`src/id_filter_pkg.sv`:
```
package id_filter_pkg;
  localparam int DATA_W = 8;
  localparam int ADDR_W = 8;
  localparam logic [7:0] ADDR_TAG1 = 8'hBC;
  localparam logic [7:0] ADDR_TAG2 = 8'hBD;
  localparam logic [7:0] ADDR_TAG3 = 8'hBE;
  localparam logic [7:0] ADDR_TAG4 = 8'hBF;
  localparam logic [7:0] ADDR_MASK1 = 8'hC4;
  localparam int STD_ID_W = 11;
  localparam int EXT_ID_W = 29;
  localparam int TAG2_STD_LSB = 5;
  localparam int TAG4_ID_LSB = 3;
  localparam int BIT_RTR = 2;
  localparam int BIT_RB1 = 1;
  localparam int BIT_RB0 = 0;
  localparam logic [7:0] RSVD_READ = 8'h00;
endpackage : id_filter_pkg

```
`src/id_match_if.sv`:
```
`timescale 1ns/10ps
`default_nettype none
interface id_match_if;
  logic [28:0] tag_id;
  logic [28:0] cmp_en;
  logic tag_rtr;
  logic tag_ext;
  logic [28:0] rx_id;
  logic rx_rtr;
  logic rx_ext;
  logic hit;
  modport owner (output tag_id, cmp_en, tag_rtr, tag_ext, rx_id, rx_rtr,
    rx_ext, input hit);
  modport cmp (input tag_id, cmp_en, tag_rtr, tag_ext, rx_id, rx_rtr,
    rx_ext, output hit);
endinterface : id_match_if
`default_nettype wire

```
`src/id_compare.sv`:
```
`timescale 1ns/10ps
`default_nettype none
module id_compare (
  id_match_if.cmp m
);
  wire [28:0] diff;
  // Clear enable forces bit true
  assign diff = (m.tag_id ^ m.rx_id) & m.cmp_en;
  // Format and rtr always compared in this block
  assign m.hit = (diff == 29'h0000000) && (m.tag_rtr == m.rx_rtr) &&
    (m.tag_ext == m.rx_ext);
endmodule : id_compare
`default_nettype wire

```
`src/can_msg_obj_id_tag_mask.sv`:
```
// Function
// - Standard layout keeps id bits 10..3 in tag 1 bits 7..0.
// - Standard layout keeps id bits 2..0 in tag 2 bits 7..5.
// - Reserved bits read undefined and software writes them as zero.
// - Standard layout tag 3 holds no identifier bits.
// - Standard tag 4 holds rtr tag in bit 2 and rb0 tag in bit 0.
// - Extended layout keeps id bits 28..21 in tag 1.
// - Extended layout keeps id bits 20..13 in tag 2.
// - Extended layout keeps id bits 12..5 in tag 3.
// - Extended tag 4 holds id 4..0, rtr, rb1 and rb0 tags.
// - Standard mask 1 holds compare enables for id bits 10..3.
// - Tags and mask have no reset value and software loads them.
// - A zero mask bit forces that compare true.
// - The extended format select picks the register layout.
// - Masking applies to reception only; transmit sends raw tag.
`timescale 1ns/10ps
`default_nettype none
module can_msg_obj_id_tag_mask
  import id_filter_pkg::*;
(
  input wire logic mclk,
  input wire logic resetn,
  input wire logic [ADDR_W-1:0] sfr_addr,
  input wire logic sfr_wr,
  input wire logic sfr_rd,
  input wire logic [DATA_W-1:0] sfr_wdata,
  output logic [DATA_W-1:0] sfr_rdata,
  input wire logic extended_format_select,
  input wire logic rx_check,
  input wire logic [28:0] rx_id,
  input wire logic rx_rtr,
  input wire logic rx_ext,
  output logic rx_hit,
  output logic [28:0] tx_id,
  output logic tx_rtr,
  output logic tx_rb1,
  output logic tx_rb0
);
  // Raw byte storage; layout is only a view chosen by format select
  logic [7:0] tag1_reg, tag2_reg, tag3_reg, tag4_reg, mask1_reg;
  logic [7:0] rdata_next;
  logic hit_reg;
  logic [28:0] tx_id_reg;
  logic tx_rtr_reg, tx_rb1_reg, tx_rb0_reg;

  // Fill patterns for unused id bits, enables outside mask 1, reserved read bits and a zero id
  localparam logic [17:0] STD_PAD = 18'h00000;
  localparam logic [20:0] EXT_LOW_EN = 21'h1FFFFF;
  localparam logic [2:0] STD_LOW_EN = 3'h7;
  localparam logic [4:0] RSVD5 = 5'h00;
  localparam logic [28:0] ID_ZERO = 29'h0000000;

  function automatic logic addr_is(input logic [ADDR_W-1:0] a,
    input logic [ADDR_W-1:0] r);
    return a == r;
  endfunction : addr_is

  wire wr_tag1 = sfr_wr && addr_is(sfr_addr, ADDR_TAG1);
  wire wr_tag2 = sfr_wr && addr_is(sfr_addr, ADDR_TAG2);
  wire wr_tag3 = sfr_wr && addr_is(sfr_addr, ADDR_TAG3);
  wire wr_tag4 = sfr_wr && addr_is(sfr_addr, ADDR_TAG4);
  wire wr_mask1 = sfr_wr && addr_is(sfr_addr, ADDR_MASK1);

  // No reset on storage: contents undefined until software loads them
  always_ff @(posedge mclk) begin
    if (wr_tag1) tag1_reg <= sfr_wdata;
    if (wr_tag2) tag2_reg <= sfr_wdata;
    if (wr_tag3) tag3_reg <= sfr_wdata;
    if (wr_tag4) tag4_reg <= sfr_wdata;
    if (wr_mask1) mask1_reg <= sfr_wdata;
  end

  // Standard view: 11-bit id
  wire [10:0] std_id = {tag1_reg, tag2_reg[7:TAG2_STD_LSB]};
  // Extended view: 29-bit id
  wire [28:0] ext_id = {tag1_reg, tag2_reg, tag3_reg,
    tag4_reg[7:TAG4_ID_LSB]};
  wire [28:0] sel_id = extended_format_select ? ext_id :
    {STD_PAD, std_id};
  // Only mask 1 lives here; remaining enables treated as compare on, except standard id bits 28..11 which are off
  wire [28:0] sel_en = extended_format_select ?
    {mask1_reg, EXT_LOW_EN} :
    {STD_PAD, mask1_reg, STD_LOW_EN};

  // Reserved bits read as zero, a legal undefined value
  wire [7:0] rd_tag2 = extended_format_select ? tag2_reg :
    {tag2_reg[7:TAG2_STD_LSB], RSVD5};
  wire [7:0] rd_tag3 = extended_format_select ? tag3_reg : RSVD_READ;
  wire [7:0] rd_tag4 = extended_format_select ? tag4_reg :
    {RSVD5, tag4_reg[BIT_RTR], 1'b0, tag4_reg[BIT_RB0]};

  always_comb begin
    case (sfr_addr)
      ADDR_TAG1: rdata_next = tag1_reg;
      ADDR_TAG2: rdata_next = rd_tag2;
      ADDR_TAG3: rdata_next = rd_tag3;
      ADDR_TAG4: rdata_next = rd_tag4;
      ADDR_MASK1: rdata_next = mask1_reg;
      default: rdata_next = RSVD_READ;
    endcase
  end

  id_match_if mi ();
  assign mi.tag_id = sel_id;
  assign mi.cmp_en = sel_en;
  assign mi.tag_rtr = tag4_reg[BIT_RTR];
  assign mi.tag_ext = extended_format_select;
  assign mi.rx_id = rx_id;
  assign mi.rx_rtr = rx_rtr;
  assign mi.rx_ext = rx_ext;
  id_compare u_cmp (.m(mi));

  always_ff @(posedge mclk or negedge resetn) begin
    if (!resetn) begin
      sfr_rdata <= 8'h00;
      hit_reg <= 1'b0;
      tx_id_reg <= ID_ZERO;
      tx_rtr_reg <= 1'b0;
      tx_rb1_reg <= 1'b0;
      tx_rb0_reg <= 1'b0;
    end else begin
      if (sfr_rd) sfr_rdata <= rdata_next;
      hit_reg <= rx_check && mi.hit;
      tx_id_reg <= sel_id;
      tx_rtr_reg <= tag4_reg[BIT_RTR];
      tx_rb1_reg <= extended_format_select && tag4_reg[BIT_RB1];
      tx_rb0_reg <= tag4_reg[BIT_RB0];
    end
  end

  assign rx_hit = hit_reg;
  assign tx_id = tx_id_reg;
  assign tx_rtr = tx_rtr_reg;
  assign tx_rb1 = tx_rb1_reg;
  assign tx_rb0 = tx_rb0_reg;

  // Request qualifiers shared by the checks below
  wire rd_std = sfr_rd && !extended_format_select;
  wire rd_ext = sfr_rd && extended_format_select;
  wire chk_std = rx_check && !extended_format_select;
  wire chk_ext = rx_check && extended_format_select;
  wire [28:0] en_diff = (rx_id ^ sel_id) & sel_en;
  wire meta_same = (rx_rtr == tag4_reg[BIT_RTR]) &&
    (rx_ext == extended_format_select);
endmodule : can_msg_obj_id_tag_mask
`default_nettype wire

```
`config.mk`:
```
export PLATFORM = sky130hd
export DESIGN_NAME = can_msg_obj_id_tag_mask
export DESIGN_NICKNAME = d
export VERILOG_FILES = /design/src/id_filter_pkg.sv /design/src/id_match_if.sv /design/src/id_compare.sv /design/src/can_msg_obj_id_tag_mask.sv
export SDC_FILE = /design/constraint.sdc
export NUM_CORES = 1
export LEC_CHECK = 0
export ABC_AREA = 1
export ABC_CLOCK_PERIOD_IN_PS = 1100
export BUFFER_PORTS_ARGS = -buffer_cell sky130_fd_sc_hd__buf_2
export CAP_MARGIN = 30
export CORE_MARGIN = 3
export CORE_UTILIZATION = 48
export CTS_CLUSTER_SIZE = 14
export DETAILED_ROUTE_END_ITERATION = 10
export PLACE_DENSITY_LB_ADDON = 0.2
export SYNTH_ARGS = -nofsm -noshare
export SYNTH_HDL_FRONTEND = slang
export SYNTH_SLANG_ARGS = --single-unit
```
`constraint.sdc`:
```
create_clock -name mclk -period 1.1 [get_ports mclk]
set_input_delay 0.33 -clock mclk [delete_from_list [all_inputs] [get_ports mclk]]
set_output_delay 0.33 -clock mclk [all_outputs]
set_load 0.01 [all_outputs]
```
==> impl_metrics.yaml, run 1 <==
run_status:
  status: "finished with violations"
  violations: "negative setup slack"
power_and_ir_drop:
  ir_drop_mv: 0.9432
  power_density_mw_per_mm2: 1175
  leakage_uw: 0.002743
sta:
  timing.final.ws_setup_ns: -0.3856
  final_hold_viol_count: 0
  fin_crit_sh_pct: 135.1
  fmax_mhz: 673.1
  slew_headroom_pct: 67.92
  slew_violations: 0
  tns_ns: -5.969
  rsz0062_at_grt: "true"
  finalSetupViolCount: 79
  finClkSkew_ns: 0.008174
  holdWs_ns: 0.2044
  min_period_ns: 1.486
  worst_pin_slew_ns: 0.4806
yosys:
  ys_types: 25
  synthArstFlopShare_pct: 50.62
  ys_warn_count: 0
  synth-edff-count: 40
  synth_top_area_share_pct: 32.18
  seq_area_frac_synth_pct: 59.67
  synth_area_leaders: "edfxtp_1 32%, dfrtp_1 27%, nand2_1 12%"
  netlist_top_cells_count: "120 x nand2_1, 64 x nand3_1, 50 x nor2_1, 48 x inv_1, 41 x dfrtp_1"
  synth_cells: 414
  syn_nets: 467
  yosysMostFrequentCell: "nand2_1"
  synth_area_mm2: 0.003732
  synth_top_area_cell: "edfxtp_1"
  avgSynthCellArea_um2: 9.015
  synth_seq_cells: 81
  synth_ff_type: "dfrtp_1"
setup_path:
  rr_startpoint: "tag2_reg[7]"
  cp-startpoint: "tag2_reg[7]"
  path_class: "reg -> reg"
  cp_slowest_cell: "edfxtp_1"
  r2r_slack_ns: -0.39
  cp-start-kind: "flop"
  worstPathCellList: "nand2_1 > nand2_1 > nand2_2 > nand3_2 > nor2_2 > nand3_2 > nor2_2 > nor2_1 > nor2_1"
  required_ns: 1.39
  setup.worst_path.end_class: "flop"
  cp.arrival_ns: 1.77
  max_stage_delay_ns: 0.54
  crit_fanout: 4
clock_tree:
  cts.clk_slew.worst_paths_ns: 0.09
  clock_path_buffers: 2
  cts_root_buf: "clkbuf_8"
  htree_num_levels: 3
  cts_sinks: 81
  numCtsBuffers: 9
  cts_tree: "built"
  clk-insertion-delay-late_ns: 0.35
finish:
  syn_to_final_growth_pct: 46.97
  multi_input_area_mm2: 0.001431
  ff_latch_area_mm2: 0.002227
  fin_nets: 639
  fillers: 542
  drive_above_1_share_pct: 40.10
  largest_register_ffs: 29
  design_area_mm2: 0.005485
  num_antenna_cells: 0
route:
  drt_wl_total_um: 11070
  routed_via_density: 5.122
  drtIter0Drc: 327
  drtPass1Iterations: 5
  routed-via-count: 3534
  antenna_left: 0
  wl_met2_um: 5288
  highest_layer: "met4"
  wl_met1_um: 4724
  wl_met3_um: 750
  drc: 0
  wl_per_cell_um: 16.04
hold_path:
  worstHoldPathType: "in -> reg"
  min_from: "sfr_wdata[0]"
floorplan:
  die_area_mm2: 0.008870
  ios: 94
  rows: 31
  start_util_pct: 50.38
  core_mm2: 0.007408
  fp.dieH_um: 94.18
  die_w_um: 94.18
grt:
  grt_start_max_net_pins: 42
  antenna_found_initial: 0
  gr-total-overflow: 0
  grt_usage_pct: 26.66
  grt_pass1_vias: 3455
  grt_first_pass_wirelength_um: 17510
placed_design:
  gp_congestion: 0.9063
  place_area_mm2: 0.004935
  hpwl_um: 8202
  io_buffers: 93
flow_run:
  max_cap_viol_count: 0
[cell type report]
type	count	area share, %
Clock buffer	9	2.258
Clock inverter	7	1.711
Inverter	48	3.604
Multi-Input combinational cell	272	26.09
Timing Repair Buffer	174	23.47
Tap cell	99	2.258
Sequential cell	81	40.60
[routing by layer]
layer / up-vias / global-route usage (%)
met4: 0 / 11.55
met3: 27 / 3.606
met2: 149 / 42.32
met1: 1678 / 36.66
met5: - / 0
li1: 1680 / -
[critical path, delay by kind of cell, from the launching register on]
kind,cells,cell delay (ns)
and+or+nand+nor,9,0.87
DFF,1,0.54
[through the flow]
step / power [uW] / instances / setup WS, ns / utilization, %
after detailed placement: 4029 / 663 / -0.5320 / 66.61
final: 6447 / 690 / -0.3856 / 74.04
after floorplan: 3649 / 414 / -0.3101 / -
after CTS: 6434 / 690 / -0.3783 / 72.32
after global placement: 4006 / 663 / -0.5091 / 66.61
after global routing: 6695 / 690 / -0.4447 / 74.04
[cells by family after synthesis]
group	after synthesis	share of synthesized area, %
AO/OA/AOI/OAI	8	1.475
buffers and inverters	61	6.939
flip-flops	81	59.67
XOR/XNOR	2	0.4694
AND/OR/NAND/NOR	262	31.45
[final timing paths]
path,to,cells past startpoint
worst max-delay path,rx_hit,9
worst min-delay path,tag2_reg[0],1
worst max register to register,rx_hit,9
worst min register to register,tx_rb0,0
max in group asynchronous,tx_id[4],3
min in group asynchronous,tx_id[12],3
[what timing repair did]
action,4_1_cts,5_1_grt
pin swaps,20,31
resized for setup,23,31
buffers inserted,10,0
hold buffers,1,0
endpoints found under the setup margin,90,90
endpoints found under the hold margin,41,0
[report_power, final]
part / total [uW] / switching, uW / internal (uW)
Combinational: 785 / 425 / 360
Sequential: 3270 / 28.2 / 3240
Clock: 2400 / 1120 / 1280
[cells in the final DEF, fill, tap and decap left out, drive strengths merged]
| cell | netlist | final |
|---|---|---|
| xnor2 | 2 | 2 |
| edfxtp | 40 | 40 |
| clkbuf | 3 | 9 |
| dlygate4sd3 | 0 | 1 |
| or2 | 7 | 7 |
| clkinv | 0 | 3 |
| nor2 | 51 | 51 |
| a21boi | 1 | 1 |
| nand4 | 6 | 6 |
| nor3 | 6 | 6 |
| nand3 | 64 | 64 |
| clkinvlp | 0 | 3 |
| bufinv | 0 | 2 |
| inv | 48 | 47 |
| a21oi | 1 | 1 |
| nand2 | 120 | 120 |
| dfrtp | 41 | 41 |
| and2 | 1 | 1 |
| buf | 10 | 173 |
| o21ai | 1 | 1 |
| nand3b | 7 | 7 |
| o211ai | 5 | 5 |
(Power assumes the default switching activity.)
==> run 2, diff against run 1 <==
Settings changed: ABC_AREA 1 to default.
==> impl_metrics.yaml, run 2 <==
run_status:
  status: "finished with violations"
  violations: "negative setup slack"
finish:
  design_area_mm2: 0.005177
  final_cell_mix: "87 x buf_2, 66 x buf_4, 41 x dfrtp_1"
  drive_above_1_share_pct: 50.00
  fin_cells: 547
  fin_nets: 496
  final_common_cell: "buf_2"
  syn_to_final_growth_pct: 40.89
  num_antenna_cells: 0
  largest_register_ffs: 29
route:
  drt_wl_total_um: 10610
  antenna_left: 0
  routed_via_density: 5.340
  drtPass1Iterations: 4
  routed-via-count: 2921
  wl_per_cell_um: 19.40
  drc: 0
  drtIter0Drc: 160
yosys:
  avgSynthCellArea_um2: 13.61
  synthSimpleGateAreaFrac_pct: 13.69
  synth_compound_area_share_pct: 11.81
  synth_ff_type: "dfrtp_1"
  ys_types: 54
  netlist_top_cells_count: "41 x dfrtp_1, 40 x edfxtp_1, 21 x and2_1, 14 x nor2_1, 13 x xnor2_1"
  yosysMostFrequentCell: "dfrtp_1"
  synth.area.mux_share_pct: 5.652
  ys_warn_count: 0
  synth_xor_xnor_area_share_pct: 4.767
  syn_nets: 323
  synth_top_area_share_pct: 32.69
  synth_cells: 270
  synthAdderAreaFrac_pct: 0
  synth-edff-count: 40
  synth_area_leaders: "edfxtp_1 33%, dfrtp_1 28%, mux2_2 3.7%"
  seq_area_frac_synth_pct: 60.61
  synth_top_family_by_area: "simple AND/OR/NAND/NOR gates"
  synthArstFlopShare_pct: 50.62
  synth_area_mm2: 0.003675
  synth_top_area_cell: "edfxtp_1"
  synth_seq_cells: 81
floorplan:
  core_mm2: 0.007331
  die_w_um: 93.50
  start_util_pct: 50.13
  ios: 94
  fp.dieH_um: 93.50
  die_area_mm2: 0.008741
  rows: 31
setup_path:
  crit_fanout: 2
  cp-startpoint: "tag2_reg[2]"
  r2r_slack_ns: -0.75
  setup.worst_path.end_class: "flop"
  cp-start-kind: "flop"
  rr_startpoint: "tag2_reg[2]"
  required_ns: 1.38
  endpoint: "rx_hit"
  rr_endpoint: "rx_hit"
  path_class: "reg -> reg"
  worstRegToRegCells: 5
  cp.arrival_ns: 2.14
clock_tree:
  cts.clk_slew.worst_paths_ns: 0.09
  cts_sinks: 81
  cts_root_buf: "clkbuf_8"
  clock_path_buffers: 2
  htree_num_levels: 3
  cts_tree: "built"
  clk-insertion-delay-late_ns: 0.34
  numCtsBuffers: 9
power_and_ir_drop:
  p_int_uw: 4439
  seqPwrFrac_pct: 54.4
  power_density_mw_per_mm2: 1155
  switching_share_pct: 25.78
  total_power_uw: 5980
  ir_drop_mv: 0.9124
  p_comb_share_pct: 11.8
  p_switching_uw: 1541
  leakage_uw: 0.002319
  clock_power_share_pct: 33.8
sta:
  rsz0062_at_grt: "true"
  finClkSkew_ns: 0.004351
  finalSetupViolCount: 93
  min_period_ns: 1.854
  slew_violations: 0
  worst_pin_slew_ns: 0.4083
  timing.final.ws_setup_ns: -0.7542
  slew_headroom_pct: 72.78
  fin_crit_sh_pct: 168.6
  fmax_mhz: 539.3
  final_hold_viol_count: 0
grt:
  antenna_found_initial: 0
  grt_pass1_vias: 2817
  grt_start_max_net_pins: 42
  grt_first_pass_wirelength_um: 15760
  gr-total-overflow: 0
  grt_usage_pct: 24.92
placed_design:
  gp_congestion: 0.8817
  place_area_mm2: 0.004782
  dp_cells: 518
  hpwl_um: 7876
  io_buffers: 93
flow_run:
  max_cap_viol_count: 0
hold_path:
  worstHoldPathType: "in -> reg"
## run 2: routing by layer
layer  part of all wire, %  GRT usage, %  vias up
met1                    47         36.93     1426
li1                      -             -     1366
met4                   1.6         9.158        0
met2                    44         36.51      120
met5                     0             0        -
met3                   7.2         4.586        9
## run 2: power by group through the flow
stage | logic, uW | registers (uW) | clock network, uW
CTS | 688 | 3250 | 2060
global route | 764 | 3260 | 2220
floorplan | 278 | 3350 | 0
detailed placement | 641 | 3320 | 0
finish | 706 | 3250 | 2020
global placement | 633 | 3320 | 0
## run 2: kinds of logic (layout without fill, tap and decap cells)
| logic type | count (synthesis) | after routing |
|---|---|---|
| flip-flops | 81 | 81 |
| AND/OR/NAND/NOR | 79 | 79 |
| AO/OA/AOI/OAI | 53 | 53 |
| XOR/XNOR | 20 | 20 |
| buffers and inverters | 19 | 197 |
| multiplexers | 18 | 18 |
## run 2: worst min-delay path by stage
stage / start / slack [ns] / depth (start not counted) / to
2_1_floorplan: resetn / 0.03 / 0 / rx_hit
3_3_place_gp: resetn / 0.32 / 2 / tx_id[12]
3_5_place_dp: resetn / 0.32 / 2 / tx_id[12]
4_1_cts: sfr_wdata[5] / 0.19 / 1 / tag3_reg[5]
5_1_grt: sfr_wdata[5] / 0.19 / 1 / tag1_reg[5]
6_report: sfr_wdata[5] / 0.20 / 1 / tag2_reg[5]
## run 2: timing repair
| item | CTS | global route |
|---|---|---|
| buffers inserted | 9 | 4 |
| hold buffers | 1 | 0 |
| pin swaps | 9 | 7 |
| endpoints found under the setup margin | 90 | 93 |
| hold endpoints to repair | 41 | 0 |
| resized for setup | 16 | 12 |
| gates cloned | 0 | 0 |
## run 2: critical path, cell delays in order (launching register included)
cell      delay, ns
edfxtp_1       0.44
nor2b_4        0.16
or4b_1         0.49
a22o_1         0.26
o41ai_2        0.23
o2111a_1       0.22
## run 2: area by class of cell
cell class	instances	area (um^2)
clock buffer	10	127.6
clock inverter	6	50.05
fill	534	2153
inverter	8	30.03
multi-input combinational	170	1420
sequential	81	2227
tap	99	123.9
timing repair buffer	173	1199
## run 2: stage by stage
stage	hold WS, ns	TNS [ns]	setup WS [ns]	util [%]
after floorplan	0.03441	-23.31	-0.6186	-
after global placement	0.3191	-29.17	-0.8670	65.23
after detailed placement	0.3227	-29.54	-0.9056	65.23
after CTS	0.1890	-10.91	-0.7522	69.62
after global routing	0.1932	-16.20	-0.8274	70.63
final	0.2037	-12.14	-0.7542	70.63
